**src/rtl/cnm_params.svh**
```systemverilog
// constants for the node management and guarding block
`ifndef CNM_PARAMS_SVH
`define CNM_PARAMS_SVH
`define CNM_ID_NMT 11'h000
`define CNM_CMD_START 8'h01
`define CNM_CMD_PREOP 8'h80
`define CNM_NODE_ALL 7'h00
`define CNM_ID_TPDO1 11'h180
`define CNM_ID_TPDO2 11'h280
`define CNM_ID_TPDO3 11'h380
`define CNM_ID_TPDO4 11'h480
`define CNM_ID_RPDO1 11'h200
`define CNM_ID_RPDO2 11'h300
`define CNM_ID_RPDO3 11'h400
`define CNM_ID_RPDO4 11'h500
`define CNM_ID_GUARD 11'h700
`define CNM_ID_EMCY 11'h080
`define CNM_ST_PREOP 7'h7F
`define CNM_ST_OPER 7'h05
`define CNM_ST_BOOT 7'h00
`define CNM_GUARD_RST 16'h0000
`define CNM_FACTOR_RST 8'h00
`define CNM_TICK_NS 1000000
`define CNM_CLK_NS 40
`define CNM_TICK_CYC (`CNM_TICK_NS / `CNM_CLK_NS)
`define CNM_CFG_W 3
`endif

```
**src/rtl/cnm_pkg.sv**
```systemverilog
// types shared by the node management block
package cnm_pkg;
  typedef struct packed {
    logic [10:0] id;
    logic rtr;
    logic [3:0] dlc;
    logic [63:0] data;
  } cnm_frame_s;

  typedef enum logic [2:0] {
    CNM_INIT = 3'b001,
    CNM_PREOP = 3'b010,
    CNM_OPER = 3'b100
  } cnm_state_e;

  typedef logic [3:0] cnm_pdo_t;
endpackage : cnm_pkg

```
**src/rtl/cnm_map_mem.sv**
```systemverilog
// small memory holding the four pdo mapping words, one set for all configurations
`timescale 1ns/1ps
module cnm_map_mem (
  input wire logic i_sys_clk,
  input wire logic i_sys_rst,
  input wire logic i_ce,
  input wire logic i_wr,
  input wire logic [1:0] i_waddr,
  input wire logic [31:0] i_wdata,
  input wire logic [1:0] i_raddr,
  output logic [31:0] o_rdata
);
  logic [31:0] mem_ff [0:3];
  logic [31:0] rdata_ff;

  // ************************************************************
  // storage, cleared to zero meaning no free mapping
  // ************************************************************
  genvar g;
  generate
    for (g = 0; g < 4; g++) begin : g_word
      always_ff @(posedge i_sys_clk or posedge i_sys_rst) begin
        if (i_sys_rst) begin
          mem_ff[g] <= 32'h0000_0000;
        end else if (i_ce && i_wr && i_waddr == 2'(g)) begin
          mem_ff[g] <= i_wdata;
        end
      end
    end
  endgenerate

  always_ff @(posedge i_sys_clk or posedge i_sys_rst) begin
    if (i_sys_rst) begin
      rdata_ff <= 32'h0000_0000;
    end else if (i_ce) begin
      rdata_ff <= mem_ff[i_raddr];
    end
  end

  assign o_rdata = rdata_ff;
endmodule : cnm_map_mem

```
**src/rtl/cnm_node_mgmt.sv**
```systemverilog
// node management, pdo identifiers, default mapping and node guarding
// ************************************************************
// How it works
// - every configuration value has a reset default; no setup needed
// - after reset and initialisation the node is pre-operational
// - id 0 frame, byte0 01H, own node address starts the node
// - node address 00H in a command addresses every node
// - id 0 frame, byte0 80H, own or broadcast returns to pre-op
// - service data stays served while pre-operational
// - pdo mapping is captured and held on entering pre-op
// - transmit pdo ids are 180H..480H plus node address
// - receive pdo ids are 200H..500H plus node address
// - default mapping makes tpdo4, rpdo2 and rpdo4 invalid
// - each i/o configuration 0..6 selects a mapping, 0 and 6 alike, 2 and 3 alike; rpdo3 is pwm
// - free mapping is stored to non-volatile memory on write of 1010H
// - one zero-length boot-up frame after every reset
// - guarding request answered on 700H plus node address, one byte
// - guarding status byte carries a toggle inverted per answer
// - life time is factor times guard time, in 1 ms ticks
// - life time expiry: inputs error, emergency, pre-op if 67FE/1029 zero
// - factor and guard time reset to zero
// ************************************************************
`timescale 1ns/1ps
`include "cnm_params.svh"
module cnm_node_mgmt import cnm_pkg::*; (
  input wire logic i_sys_clk,
  input wire logic i_sys_rst,
  input wire logic i_ce,
  input wire logic [6:0] i_node_id,
  input wire logic [2:0] i_io_cfg,
  input wire logic i_init_done,
  input wire logic i_rx_valid,
  input wire cnm_frame_s i_rx_frame,
  input wire logic i_tx_ready,
  input wire logic [15:0] i_guard_time,
  input wire logic [7:0] i_life_factor,
  input wire logic i_cfg_wr,
  input wire logic i_err_behav_zero,
  input wire logic i_map_wr,
  input wire logic [1:0] i_map_idx,
  input wire logic [31:0] i_map_data,
  input wire logic i_store_req,
  input wire logic [1:0] i_map_raddr,
  input wire logic [3:0] i_tpdo_req,
  output logic o_tx_valid,
  output cnm_frame_s o_tx_frame,
  output logic o_operational,
  output logic o_preop,
  output logic o_sdo_enable,
  output logic [15:0] o_guard_time,
  output logic [7:0] o_life_factor,
  output logic [3:0] o_rpdo_strobe,
  output logic [63:0] o_rpdo_data,
  output cnm_pdo_t o_tpdo_valid,
  output cnm_pdo_t o_rpdo_valid,
  output logic o_inputs_error,
  output logic o_nvm_store,
  output logic [31:0] o_map_rdata
);

  // ************************************************************
  // decoding
  // ************************************************************
  function automatic logic [10:0] node_cob(input logic [10:0] base,
                                           input logic [6:0] node);
    node_cob = base + {4'h0, node};
  endfunction : node_cob

  function automatic logic [10:0] rx_base(input logic [1:0] n);
    case (n)
      2'd0: rx_base = `CNM_ID_RPDO1;
      2'd1: rx_base = `CNM_ID_RPDO2;
      2'd2: rx_base = `CNM_ID_RPDO3;
      default: rx_base = `CNM_ID_RPDO4;
    endcase
  endfunction : rx_base

  function automatic logic [10:0] tx_base(input logic [1:0] n);
    case (n)
      2'd0: tx_base = `CNM_ID_TPDO1;
      2'd1: tx_base = `CNM_ID_TPDO2;
      2'd2: tx_base = `CNM_ID_TPDO3;
      default: tx_base = `CNM_ID_TPDO4;
    endcase
  endfunction : tx_base

  cnm_state_e state_ff, nxt_state;
  logic boot_pend_ff, emcy_pend_ff, guard_pend_ff, toggle_ff;
  logic [3:0] tpdo_pend_ff;
  logic tx_valid_ff;
  cnm_frame_s tx_frame_ff;
  logic [15:0] guard_ff;
  logic [7:0] factor_ff;
  logic [23:0] life_cnt_ff;
  logic [15:0] tick_cnt_ff;
  logic inerr_ff, store_ff;
  logic [3:0] rpdo_stb_ff;
  logic [63:0] rpdo_data_ff;
  logic [3:0] tval_ff, rval_ff;

  wire logic is_oper = (state_ff == CNM_OPER);
  wire logic is_preop = (state_ff == CNM_PREOP);
  wire logic nmt_hit = i_rx_valid && !i_rx_frame.rtr &&
    i_rx_frame.id == `CNM_ID_NMT && i_rx_frame.dlc == 4'd2 &&
    (i_rx_frame.data[14:8] == i_node_id ||
     i_rx_frame.data[14:8] == `CNM_NODE_ALL) &&
    i_rx_frame.data[15] == 1'b0;
  wire logic cmd_start = nmt_hit &&
    i_rx_frame.data[7:0] == `CNM_CMD_START;
  wire logic cmd_preop = nmt_hit &&
    i_rx_frame.data[7:0] == `CNM_CMD_PREOP;
  wire logic guard_req = i_rx_valid && i_rx_frame.rtr && i_rx_frame.id ==
    node_cob(`CNM_ID_GUARD, i_node_id);
  wire logic [23:0] life_time = 24'(guard_ff) * 24'(factor_ff);
  wire logic life_on = (life_time != 24'h00_0000) && !is_operational_init();
  wire logic tick = (tick_cnt_ff == 16'(`CNM_TICK_CYC - 1));
  wire logic life_exp = life_on && tick && !guard_req &&
    (life_cnt_ff == life_time - 24'h00_0001);

  function automatic logic is_operational_init();
    is_operational_init = (state_ff == CNM_INIT);
  endfunction : is_operational_init

  // ************************************************************
  // default mapping per i/o configuration
  // ************************************************************
  logic [3:0] dflt_tval, dflt_rval;
  always_comb begin
    dflt_tval = 4'b0001;
    dflt_rval = 4'b0101;
    case (i_io_cfg)
      3'd0: dflt_tval = 4'b0011;
      3'd1: dflt_tval = 4'b0111;
      3'd2: dflt_tval = 4'b0001;
      3'd3: dflt_tval = 4'b0001;
      3'd4: begin
        dflt_tval = 4'b0111;
        dflt_rval = 4'b0100;
      end
      3'd5: dflt_rval = 4'b0100;
      3'd6: dflt_tval = 4'b0011;
      default: dflt_tval = 4'b0001;
    endcase
  end

  // ************************************************************
  // boot state machine
  // ************************************************************
  always_comb begin
    nxt_state = state_ff;
    case (state_ff)
      CNM_INIT: if (i_init_done) nxt_state = CNM_PREOP;
      CNM_PREOP: if (cmd_start) nxt_state = CNM_OPER;
      CNM_OPER: begin
        if (cmd_preop) nxt_state = CNM_PREOP;
        else if (life_exp && i_err_behav_zero) nxt_state = CNM_PREOP;
      end
      default: nxt_state = CNM_INIT;
    endcase
  end

  always_ff @(posedge i_sys_clk or posedge i_sys_rst) begin
    if (i_sys_rst) begin
      state_ff <= CNM_INIT;
    end else if (i_ce) begin
      state_ff <= nxt_state;
    end
  end

  // ************************************************************
  // configuration: guard and factor written outside init, mapping held while pre-operational
  // ************************************************************
  always_ff @(posedge i_sys_clk or posedge i_sys_rst) begin
    if (i_sys_rst) begin
      guard_ff <= `CNM_GUARD_RST;
      factor_ff <= `CNM_FACTOR_RST;
      tval_ff <= 4'h0;
      rval_ff <= 4'h0;
      store_ff <= 1'b0;
    end else if (i_ce) begin
      if (i_cfg_wr && !is_operational_init()) begin
        guard_ff <= i_guard_time;
        factor_ff <= i_life_factor;
      end
      // mapping snapshot frozen in pre-op, follows the defaults in init and operational
      if (is_oper || is_operational_init()) begin
        tval_ff <= dflt_tval;
        rval_ff <= dflt_rval;
      end
      store_ff <= i_store_req;
    end
  end

  // ************************************************************
  // life time supervision on the 1 ms tick
  // ************************************************************
  always_ff @(posedge i_sys_clk or posedge i_sys_rst) begin
    if (i_sys_rst) begin
      tick_cnt_ff <= 16'h0000;
      life_cnt_ff <= 24'h00_0000;
      inerr_ff <= 1'b0;
    end else if (i_ce) begin
      tick_cnt_ff <= (tick || guard_req || !life_on) ? 16'h0000 :
                     tick_cnt_ff + 16'h0001;
      if (guard_req || !life_on) begin
        life_cnt_ff <= 24'h00_0000;
      end else if (tick && !life_exp) begin
        life_cnt_ff <= life_cnt_ff + 24'h00_0001;
      end else if (life_exp) begin
        life_cnt_ff <= 24'h00_0000;
      end
      if (life_exp) inerr_ff <= 1'b1;
      else if (cmd_start) inerr_ff <= 1'b0;
    end
  end

  // ************************************************************
  // receive process data and transmit requests
  // ************************************************************
  logic [3:0] rx_hit;
  genvar g;
  generate
    for (g = 0; g < 4; g++) begin : g_rx
      assign rx_hit[g] = i_rx_valid && !i_rx_frame.rtr && is_oper &&
        rval_ff[g] &&
        i_rx_frame.id == node_cob(rx_base(2'(g)), i_node_id);
    end
  endgenerate

  always_ff @(posedge i_sys_clk or posedge i_sys_rst) begin
    if (i_sys_rst) begin
      rpdo_stb_ff <= 4'h0;
      rpdo_data_ff <= 64'h0;
    end else if (i_ce) begin
      rpdo_stb_ff <= rx_hit;
      if (|rx_hit) rpdo_data_ff <= i_rx_frame.data;
    end
  end

  // ************************************************************
  // transmit arbiter: boot-up, guarding, emergency, then pdos
  // ************************************************************
  wire logic tx_free = !tx_valid_ff || i_tx_ready;
  logic [1:0] tp_sel;
  always_comb begin
    tp_sel = 2'd3;
    if (tpdo_pend_ff[2]) tp_sel = 2'd2;
    if (tpdo_pend_ff[1]) tp_sel = 2'd1;
    if (tpdo_pend_ff[0]) tp_sel = 2'd0;
  end
  wire logic go_boot = tx_free && boot_pend_ff && !is_operational_init();
  wire logic go_guard = tx_free && !go_boot && guard_pend_ff;
  wire logic go_emcy = tx_free && !go_boot && !go_guard && emcy_pend_ff;
  wire logic go_tpdo = tx_free && !go_boot && !go_guard && !go_emcy &&
    is_oper && |tpdo_pend_ff;
  wire logic [6:0] st_code = is_oper ? `CNM_ST_OPER : `CNM_ST_PREOP;

  always_ff @(posedge i_sys_clk or posedge i_sys_rst) begin
    if (i_sys_rst) begin
      boot_pend_ff <= 1'b1;
      guard_pend_ff <= 1'b0;
      emcy_pend_ff <= 1'b0;
      tpdo_pend_ff <= 4'h0;
      toggle_ff <= 1'b0;
      tx_valid_ff <= 1'b0;
      tx_frame_ff <= '0;
    end else if (i_ce) begin
      if (go_boot) boot_pend_ff <= 1'b0;
      guard_pend_ff <= guard_req || (guard_pend_ff && !go_guard);
      emcy_pend_ff <= life_exp || (emcy_pend_ff && !go_emcy);
      tpdo_pend_ff <= (tpdo_pend_ff & ~((go_tpdo ? 4'h1 : 4'h0) << tp_sel))
        | (i_tpdo_req & tval_ff & {4{is_oper}});
      if (tx_free) tx_valid_ff <= go_boot | go_guard | go_emcy | go_tpdo;
      if (go_boot) begin
        tx_frame_ff <= '{id: node_cob(`CNM_ID_GUARD, i_node_id),
                         rtr: 1'b0, dlc: 4'd0, data: 64'h0};
      end else if (go_guard) begin
        tx_frame_ff <= '{id: node_cob(`CNM_ID_GUARD, i_node_id),
                         rtr: 1'b0, dlc: 4'd1,
                         data: {56'h0, toggle_ff, st_code}};
        toggle_ff <= ~toggle_ff;
      end else if (go_emcy) begin
        tx_frame_ff <= '{id: node_cob(`CNM_ID_EMCY, i_node_id),
                         rtr: 1'b0, dlc: 4'd8, data: 64'h0};
      end else if (go_tpdo) begin
        tx_frame_ff <= '{id: node_cob(tx_base(tp_sel), i_node_id),
                         rtr: 1'b0, dlc: 4'd8, data: 64'h0};
      end
    end
  end

  // ************************************************************
  // free mapping memory
  // ************************************************************
  cnm_map_mem u_map (
    .i_sys_clk(i_sys_clk),
    .i_sys_rst(i_sys_rst),
    .i_ce(i_ce),
    .i_wr(i_map_wr),
    .i_waddr(i_map_idx),
    .i_wdata(i_map_data),
    .i_raddr(i_map_raddr),
    .o_rdata(o_map_rdata)
  );

  logic oper_ff, preop_ff, sdo_ff;
  always_ff @(posedge i_sys_clk or posedge i_sys_rst) begin
    if (i_sys_rst) begin
      oper_ff <= 1'b0;
      preop_ff <= 1'b0;
      sdo_ff <= 1'b0;
    end else if (i_ce) begin
      oper_ff <= (nxt_state == CNM_OPER);
      preop_ff <= (nxt_state == CNM_PREOP);
      sdo_ff <= (nxt_state == CNM_OPER) || (nxt_state == CNM_PREOP);
    end
  end

  assign o_tx_valid = tx_valid_ff;
  assign o_tx_frame = tx_frame_ff;
  assign o_operational = oper_ff;
  assign o_preop = preop_ff;
  assign o_sdo_enable = sdo_ff;
  assign o_guard_time = guard_ff;
  assign o_life_factor = factor_ff;
  assign o_rpdo_strobe = rpdo_stb_ff;
  assign o_rpdo_data = rpdo_data_ff;
  assign o_tpdo_valid = tval_ff;
  assign o_rpdo_valid = rval_ff;
  assign o_inputs_error = inerr_ff;
  assign o_nvm_store = store_ff;
endmodule : cnm_node_mgmt

```
**config.mk**
```make
export PLATFORM = sky130hd
export DESIGN_NAME = cnm_node_mgmt
export DESIGN_NICKNAME = d
export VERILOG_FILES = /design/src/rtl/cnm_pkg.sv /design/src/rtl/cnm_map_mem.sv /design/src/rtl/cnm_node_mgmt.sv
export VERILOG_INCLUDE_DIRS = /design/src /design/src/rtl
export SDC_FILE = /design/constraint.sdc
export NUM_CORES = 1
export LEC_CHECK = 0
export ABC_CLOCK_PERIOD_IN_PS = 14500
export BUFFER_PORTS_ARGS = -buffer_cell sky130_fd_sc_hd__buf_4
export CAP_MARGIN = 40
export CELL_PAD_IN_SITES_DETAIL_PLACEMENT = 1
export CELL_PAD_IN_SITES_GLOBAL_PLACEMENT = 1
export CORE_AREA = 2 2 242 244
export CTS_BUF_LIST = sky130_fd_sc_hd__clkbuf_4
export CTS_CLUSTER_SIZE = 40
export DETAILED_ROUTE_END_ITERATION = 8
export DIE_AREA = 0 0 244 246
export GPL_TIMING_DRIVEN = 0
export PLACE_DENSITY = 0.72
export SLEW_MARGIN = 20
export SYNTH_ARGS = -nofsm -noshare
export SYNTH_HDL_FRONTEND = slang
export SYNTH_SLANG_ARGS = --single-unit
```
**constraint.sdc**
```tcl
create_clock -name i_sys_clk -period 14.5 [get_ports i_sys_clk]
set_clock_uncertainty 0.05 [all_clocks]
set_input_delay 2.9 -clock i_sys_clk [delete_from_list [all_inputs] [get_ports i_sys_clk]]
set_output_delay 2.9 -clock i_sys_clk [all_outputs]
set_load 0.01 [all_outputs]
```
# Word-level counts from Yosys, hierarchy flattened

Index checks and enable logic that the tools add are counted.

Register bits: 397
Input bits: 164
Logic and storage cells: 192

Add/subtract/negate cells: 10
Multiply operators: 1
Order comparisons: 1
Eq/ne operators: 25
Shifts and indexed selects: 1
Muxes and demuxes: 31
Bitwise operators: 12
Reduce and logical (&&, ||, !) cells: 82

Operators by type and width:

| cell                    | number |
|---|---|
| $mux W80                | 4 |
| $mux W24                | 3 |
| $bmux W32 S2            | 1 |
| $mux W32                | 2 |
| $eq A11 B11 Y1          | 5 |
| $mux W11                | 5 |
| $logic_and A1 B1 Y1     | 41 |
| $pmux W11 S3            | 1 |
| $add A24 B1 Y24 const B | 1 |
| $eq A24 B24 Y1          | 1 |
| $mul A16 B8 Y24         | 1 |
| $reduce_bool A24 Y1     | 1 |
| $sub A24 B1 Y24 const B | 1 |
| $add A10 B7 Y11 const A | 2 |
| $add A11 B7 Y11 const A | 2 |
| $add A16 B1 Y16 const B | 1 |
| $eq A16 B15 Y1 const B  | 1 |
| $mux W16                | 1 |
| $reduce_and A2 Y1       | 8 |
| $eq A3 B3 Y1 const B    | 5 |
| $and A4 B4 Y4           | 3 |
| $mux W3                 | 4 |
| $add A11 B7 Y11         | 1 |
| $logic_not A11 Y1       | 1 |
| other kinds (33)        | 67 |

# Depth between registers and ports, before layout

Gate-level depths: netlist of the first run.

Depth after elaboration: 24
Gate-level depth with buffers: 25
Gate-level depth less buffers: 22

# Modules after synthesis

A second synthesis of the first run with hierarchy kept.

Cells, all modules: 1834
Area total of the unflattened synthesis: 20050.5 um^2

Modules (own cells, without submodules):

| module        | times used | cells each | area each (um^2) | sequential area each (um^2) |
|---|---|---|---|---|
| cnm_node_mgmt | 1          | 1381       | 13247.7          | 4131.5 |
| cnm_map_mem   | 1          | 453        | 6802.8           | 4003.8 |

# Worst setup path before layout of the first run

Ideal clock, no wire load.

Path type: register to register
Start point: register factor_ff[2], in the netlist o_life_factor[2]
End point: register life_cnt_ff[1]
Setup time: 122 ps
Data arrival time: 6263 ps
Data required time: 14328 ps
Setup slack: 8065 ps
Stages on the path, launching flop included: 21
Cell sequence: dfrtp_1 > clkbuf_1 > nand2_1 > fa_1 > fa_1 > fa_1 > fa_1 > inv_1 > ha_1 > a21o_1 > a311oi_2 > nor2_1 > or3_1 > a21oi_1 > o21a_2 > nand3b_2 > or4_4 > a2111oi_4 > nand4_2 > buf_6 > a32o_1

Word-level cells in the longest chain between the ends: 10
Elaborated cells on any way between the ends: 16

RTL lines:

| element                                                 | line                 | text |
|---|---|---|
| start: declaration                                      | cnm_node_mgmt.sv:93  | `logic [7:0] factor_ff;` |
| start signal: assignment                                | cnm_node_mgmt.sv:176 | `` factor_ff <= `CNM_FACTOR_RST; `` |
| start signal: assignment                                | cnm_node_mgmt.sv:183 | `factor_ff <= i_life_factor;` |
| $mul A16 B8 Y24 (*)                                     | cnm_node_mgmt.sv:114 | `wire logic [23:0] life_time = 24'(guard_ff) * 24'(factor_ff);` |
| branches (longest 9 deep; another with $sub A24 B1 Y24) | --                   |  |
| end signal: assignment                                  | cnm_node_mgmt.sv:208 | `life_cnt_ff <= life_cnt_ff + 24'h00_0001;` |
| end: declaration                                        | cnm_node_mgmt.sv:94  | `logic [23:0] life_cnt_ff;` |

Every way passes the cells marked *.
A chain may end at the register's enable or synchronous reset.

# Worst setup path after layout of the first run

Start point: register factor_ff[2], in the netlist o_life_factor[2]
End point: register life_cnt_ff[14]

The elaborated chain is that of the path after synthesis.

==> flow_metrics.py, run 1 <==
metrics = {
    "logic_synthesis": {
        "synth_area_leaders": "dfrtp_1, mux2_2, fa_1, mux4_2, nand2_1",
        "synth-seq-cells": 325,
        "ys_seq_area_share_pct": 40.99,
        "synth_fa_ha_area_share_pct": 11.50,
        "synth.yosys.warnings": 0,
        "synth_commonest_cells": "dfrtp_1, mux2_2, nand2_1",
        "synth_top_family_by_area": "multiplexers",
        "synth_cells": 1770,
        "synthArstFlopShare_pct": 100.0,
        "synth_top_area_share_pct": 40.73,
        "synth-compound-area-share_pct": 7.131,
        "yosysUniqueCellTypes": 84,
        "synthMuxAreaShare_pct": 18.59,
        "syn_area_per_cell_um2": 11.21,
        "synth_area_um2": 19850,
        "synth_area_leader_cell": "dfrtp_1",
        "synth_simple_gate_area_share_pct": 12.37,
        "synth_edf_count": 0,
        "synthFlopType": "dfrtp_1",
        "synth_xor_area_share_pct": 2.995,
        "synth.most_common_cell": "dfrtp_1",
    },
    "global_routing": {
        "antenna_found_initial": 5,
        "grt_max_degree": 103,
        "grtUsageTotal_pct": 19.19,
        "grt_pass1_vias": 17370,
        "grt_pass1_wl_um": 92690,
        "overflow": 0,
    },
    "route": {
        "drc": 0,
        "num_vias": 15240,
        "drt-total-wl_um": 56860,
        "final_antenna_net_count": 0,
        "drt-pass1-iter-count": 5,
        "routed_via_density": 4.943,
        "wire_per_inst_um": 18.44,
        "drtIter0Drc": 594,
    },
    "placement": {
        "gp_congestion": 0.7863,
        "portBuffers": 314,
        "placed_cells": 2921,
        "pre_cts_slack_ns": 6.824,
        "hpwl_um": 43810,
    },
    "timing": {
        "clock.fmax_mhz": 127.3,
        "fin_setup_tns_ns": 0,
        "setup_viol": 0,
        "worst_slew_pin_slew_ns": 0.8000,
        "rsz0062_at_grt": "false",
        "fin_crit_sh_pct": 54.16,
        "min_period_ns": 7.853,
        "worst_slack_ns": 6.647,
        "relSlewSlack_pct": 46.25,
        "hold_violations": 0,
        "drv_slew": 0,
    },
    "clock_tree": {
        "cts_tree": "yes",
        "cts.htree.levels": 3,
        "ctsHoldBuffers": 0,
        "clock_sinks": 325,
        "cts_resized": 0,
        "clkLatencyLatePin_ns": 0.82,
        "numCtsBuffers": 90,
        "clkTransAtPathRegs_ns": 0.06,
        "postCtsSetupBuffers": 0,
        "root_buffer": "clkbuf_4",
        "max-clock-path-buffers": 3,
    },
    "critical_path": {
        "cp_data_arrival_time_ns": 8.43,
        "worstSetupPathType": "reg2reg",
        "r2r_cells": 22,
        "crit_fanout": 10,
        "cp-end-kind": "flip-flop",
        "required_ns": 15.08,
        "startpoint_type": "flip-flop",
    },
    "worst_hold_path": {
        "hp-class": "reg2reg",
        "holdPathStages": 1,
    },
    "run_status": {
        "status": "finished clean",
    },
    "finish": {
        "layout.cells.non_filler": 3083,
        "finish.utilization_pct": 43.03,
        "finalNetCount": 2545,
        "area_growth_pct": 24.38,
        "drive_above_1_share_pct": 37.29,
    },
    "floorplan": {
        "chipWidth_um": 244,
        "core_um2": 57370,
        "ios": 382,
        "initial_core_util_pct": 34.59,
        "fp.dieH_um": 246,
        "dieArea_um2": 60020,
        "num_rows": 88,
    },
    "run": {
        "cap_violations": 0,
    },
}
==> sequential cells by signal, indices dropped and copies added, names as in the netlist, 2 cells and up <==
signal	count
o_tpdo_valid	3
o_rpdo_data	64
tick_cnt_ff	16
state_ff	3
o_life_factor	8
u_map.mem_ff	128
o_guard_time	16
life_cnt_ff	24
o_rpdo_strobe	2
tpdo_pend_ff	4
o_tx_frame	14
u_map.o_rdata	32
==> logic make-up after synthesis <==
group                    Yosys count
AND/OR/NAND/NOR                  488
flip-flops                       325
multiplexers                     296
buffers and inverters            263
AO/OA/AOI/OAI                    198
adder cells (fa/ha/maj)          132
XOR/XNOR                          67
other                              1
==> layout make-up <==
| class | instances | area, um^2 |
|---|---|---|
| Fill cell | 6376 | 32680 |
| Multi-Input combinational cell | 1245 | 10680 |
| Sequential cell | 325 | 8135 |
| Timing Repair Buffer | 324 | 2512 |
| Clock buffer | 132 | 991.0 |
| Tap cell | 765 | 957.2 |
| Buffer | 148 | 839.6 |
| Inverter | 115 | 439.2 |
| Clock inverter | 28 | 131.4 |
| Antenna cell | 1 | 2.502 |
==> metrics by stage <==
step | hold slack [ns] | instance area, um^2
2_1_floorplan | 0.3910 | 20080
3_3_place_gp | 0.3961 | 23400
3_5_place_dp | 0.4030 | 23550
4_1_cts | 0.4130 | 24670
5_1_grt | 0.4212 | 24680
6_report | 0.4124 | 24680
==> worst max-delay path, cell delays in order, from the launching register on <==
cell and delay (ns):
dfrtp_1 0.62, clkbuf_1 0.47, nand2_1 0.15, fa_1 0.53, fa_1 0.59, fa_1 0.43
fa_1 0.49, inv_1 0.04, ha_1 0.25, clkbuf_1 0.27, a21oi_1 0.15, o21ai_1 0.51
nor2_4 0.10, xnor2_2 0.22, a2111oi_4 0.37, o21a_2 0.31, nand3b_2 0.21, o31ai_1 0.54
o21bai_1 0.35, nand2_1 0.41, clkbuf_1 0.37, nand2_1 0.14, nand3_1 0.07
==> worst paths after layout <==
| path | start | endpoint | slack, ns |
|---|---|---|---|
| max | o_life_factor[2] | life_cnt_ff[14] | 6.65 |
| min | boot_pend_ff | boot_pend_ff | 0.41 |
| max reg2reg | o_life_factor[2] | life_cnt_ff[14] | 6.65 |
| min reg2reg | boot_pend_ff | boot_pend_ff | 0.41 |
| max in group asynchronous | i_sys_rst | tick_cnt_ff[10] | 10.94 |
| min in group asynchronous | i_sys_rst | o_guard_time[1] | 2.06 |
==> cell usage in the layout (no fill, tap or decap), types with 9 or more instances in the layout <==
master / Yosys / routed
buf_4: 72 / 387
dfrtp_1: 323 / 323
mux2_2: 260 / 260
nand2_1: 172 / 172
clkbuf_4: 0 / 132
inv_1: 115 / 114
fa_1: 84 / 84
nor2_1: 67 / 67
conb_1: 1 / 64
and2_1: 61 / 61
clkbuf_1: 54 / 54
nand3_1: 48 / 48
ha_1: 48 / 48
a21oi_1: 40 / 40
xor2_1: 38 / 38
mux4_2: 32 / 32
xnor2_1: 28 / 28
o21ai_0: 24 / 24
nor3_1: 23 / 23
nand4_1: 20 / 20
clkinv_1: 0 / 20
and3_1: 18 / 18
buf_1: 16 / 16
o21ai_1: 15 / 15
nor2b_1: 14 / 14
a21o_1: 14 / 14
o211ai_1: 14 / 14
or3_1: 12 / 12
nor4_1: 9 / 9
==> routing by layer <==
metal	vias to the layer above	track usage, %	wire (um)
li1	7031	-	-
met1	7812	22.35	22840
met2	307	34.19	29220
met3	81	5.752	3733
met4	8	5.237	1009
met5	-	0	46
Power of run 1 is left out: the tool's default activity adds up to more than one toggle a clock period on the data nets, which glitch-free logic cannot reach.
==> run 2, diff against run 1 <==
ABC_CLOCK_PERIOD_IN_PS = 8200   (was 14500)
clock period = 8.2 ns   (was 14.5 ns; I/O delays follow)
==> flow_metrics.py, run 2 (synthesized netlist as in run 1, its figures left out) <==
metrics = {
    "clock_tree": {
        "ctsHoldBuffers": 0,
        "cts_resized": 0,
        "max-clock-path-buffers": 3,
        "cts.htree.levels": 3,
        "clkLatencyLatePin_ns": 0.84,
        "cts_tree": "yes",
        "numCtsBuffers": 93,
        "postCtsSetupBuffers": 0,
        "clkTransAtPathRegs_ns": 0.07,
        "root_buffer": "clkbuf_4",
        "clock_sinks": 325,
    },
    "critical_path": {
        "cp_slowest_cell": "a222oi_1",
        "cp-end-kind": "flip-flop",
        "cp_cell_sequence": "clkbuf_1, nand2_1, fa_1, inv_1, fa_1, inv_1, fa_1, fa_1, inv_1, ha_1, a21o_1, or3_1, a222oi_1, nand3_1, nor4b_1, a21oi_1, or3_1, a21oi_1, and4_1, nand4_2, nand2_1, o21ai_0",
        "worstSetupPathType": "reg2reg",
        "cp_data_arrival_time_ns": 8.27,
        "cpMostUsedCell": "fa_1",
        "startpoint_type": "flip-flop",
        "path_buf_inv": 4,
        "crit_family": "simple AND/OR/NAND/NOR gates",
        "required_ns": 8.79,
        "max_stage_delay_ns": 0.74,
        "crit_fanout": 10,
    },
    "placement": {
        "pre_cts_slack_ns": 0.4861,
        "gp_congestion": 0.8106,
        "hpwl_um": 44140,
        "portBuffers": 314,
        "placed_area_um2": 23680,
    },
    "floorplan": {
        "fp.dieH_um": 246,
        "dieArea_um2": 60020,
        "ios": 382,
        "num_rows": 88,
        "core_um2": 57370,
        "chipWidth_um": 244,
        "initial_core_util_pct": 34.59,
    },
    "finish": {
        "drive_above_1_share_pct": 37.68,
        "layout_common_cells": "buf_4, dfrtp_1, mux2_2",
        "layout_commonest_cell": "buf_4",
        "largest_reg_flops": 128,
        "area_growth_pct": 25.41,
        "finalNetCount": 2555,
        "final.fill_count": 6385,
        "largest_register": "u_map.mem_ff",
        "design_area_um2": 24890,
    },
    "route": {
        "wire_per_inst_um": 18.43,
        "drc": 0,
        "routed_via_density": 4.940,
        "final_antenna_net_count": 0,
        "num_vias": 15320,
        "drt-total-wl_um": 57150,
        "drt-pass1-iter-count": 5,
        "drtIter0Drc": 560,
    },
    "timing": {
        "worst_slack_ns": 0.5280,
        "hold_violations": 0,
        "clock.fmax_mhz": 130.3,
        "fin_crit_sh_pct": 93.56,
        "drv_slew": 0,
        "worst_slew_pin_slew_ns": 0.8008,
        "min_period_ns": 7.672,
        "relSlewSlack_pct": 46.61,
        "fin_setup_tns_ns": 0,
        "setup_viol": 0,
        "rsz0062_at_grt": "false",
    },
    "run_status": {
        "status": "finished clean",
    },
    "global_routing": {
        "grt_pass1_wl_um": 92740,
        "antenna_found_initial": 1,
        "grt_pass1_vias": 17330,
        "grt_max_degree": 34,
        "overflow": 0,
        "grtUsageTotal_pct": 19.25,
    },
    "worst_hold_path": {
        "hp-class": "reg2reg",
    },
    "run": {
        "cap_violations": 0,
    },
}
[run 2: cell types whose count changed in the layout (fill, tap and decap cells not counted), moves of 2 or more]
cell,change
clkinv_1,+3
diode_2,+2
buf_12,+9
clkinv_2,+6
[run 2: cell type report]
type / instances / area (um^2) / share of cell area (%)
clock buffers: 131 / 983.4 / 3.951
repair buffers: 331 / 2640 / 10.61
multi-input cells: 1245 / 10680 / 42.93
inverters: 115 / 435.4 / 1.749
plain buffers: 148 / 839.6 / 3.373
well taps: 765 / 957.2 / 3.846
flip-flops and latches: 325 / 8135 / 32.69
clock inverters: 38 / 206.4 / 0.8295
diodes: 3 / 7.507 / 0.03016
[run 2: through the flow]
step,std cells,utilization [%],hold WS (ns)
CTS,3097,43.35,0.4127
global route,3098,43.37,0.4300
detailed placement,2928,41.28,0.4026
global placement,2912,40.79,0.3957
floorplan,1833,-,0.3910
finish,3101,43.39,0.4124
[run 2: path summary, 6_finish.rpt]
| path | startpoint | to | slack [ns] | cells past startpoint |
|---|---|---|---|---|
| setup / recovery | o_life_factor[3] | life_cnt_ff[0] | 0.53 | 22 |
| hold / removal | boot_pend_ff | boot_pend_ff | 0.41 | 1 |
| setup reg to reg | o_life_factor[3] | life_cnt_ff[0] | 0.53 | 22 |
| hold reg to reg | boot_pend_ff | boot_pend_ff | 0.41 | 1 |
| max in group asynchronous | i_sys_rst | o_rpdo_data[16] | 5.43 | 8 |
| min in group asynchronous | i_sys_rst | u_map.mem_ff[69] | 0.84 | 2 |
[run 2: routing by layer]
metal | routed length, um | track usage (%)
met1 | 23050 | 22.61
met5 | 0 | 0
met3 | 3865 | 6.362
met2 | 29310 | 33.80
met4 | 918 | 4.878
Power of run 2 is left out for the same reason.
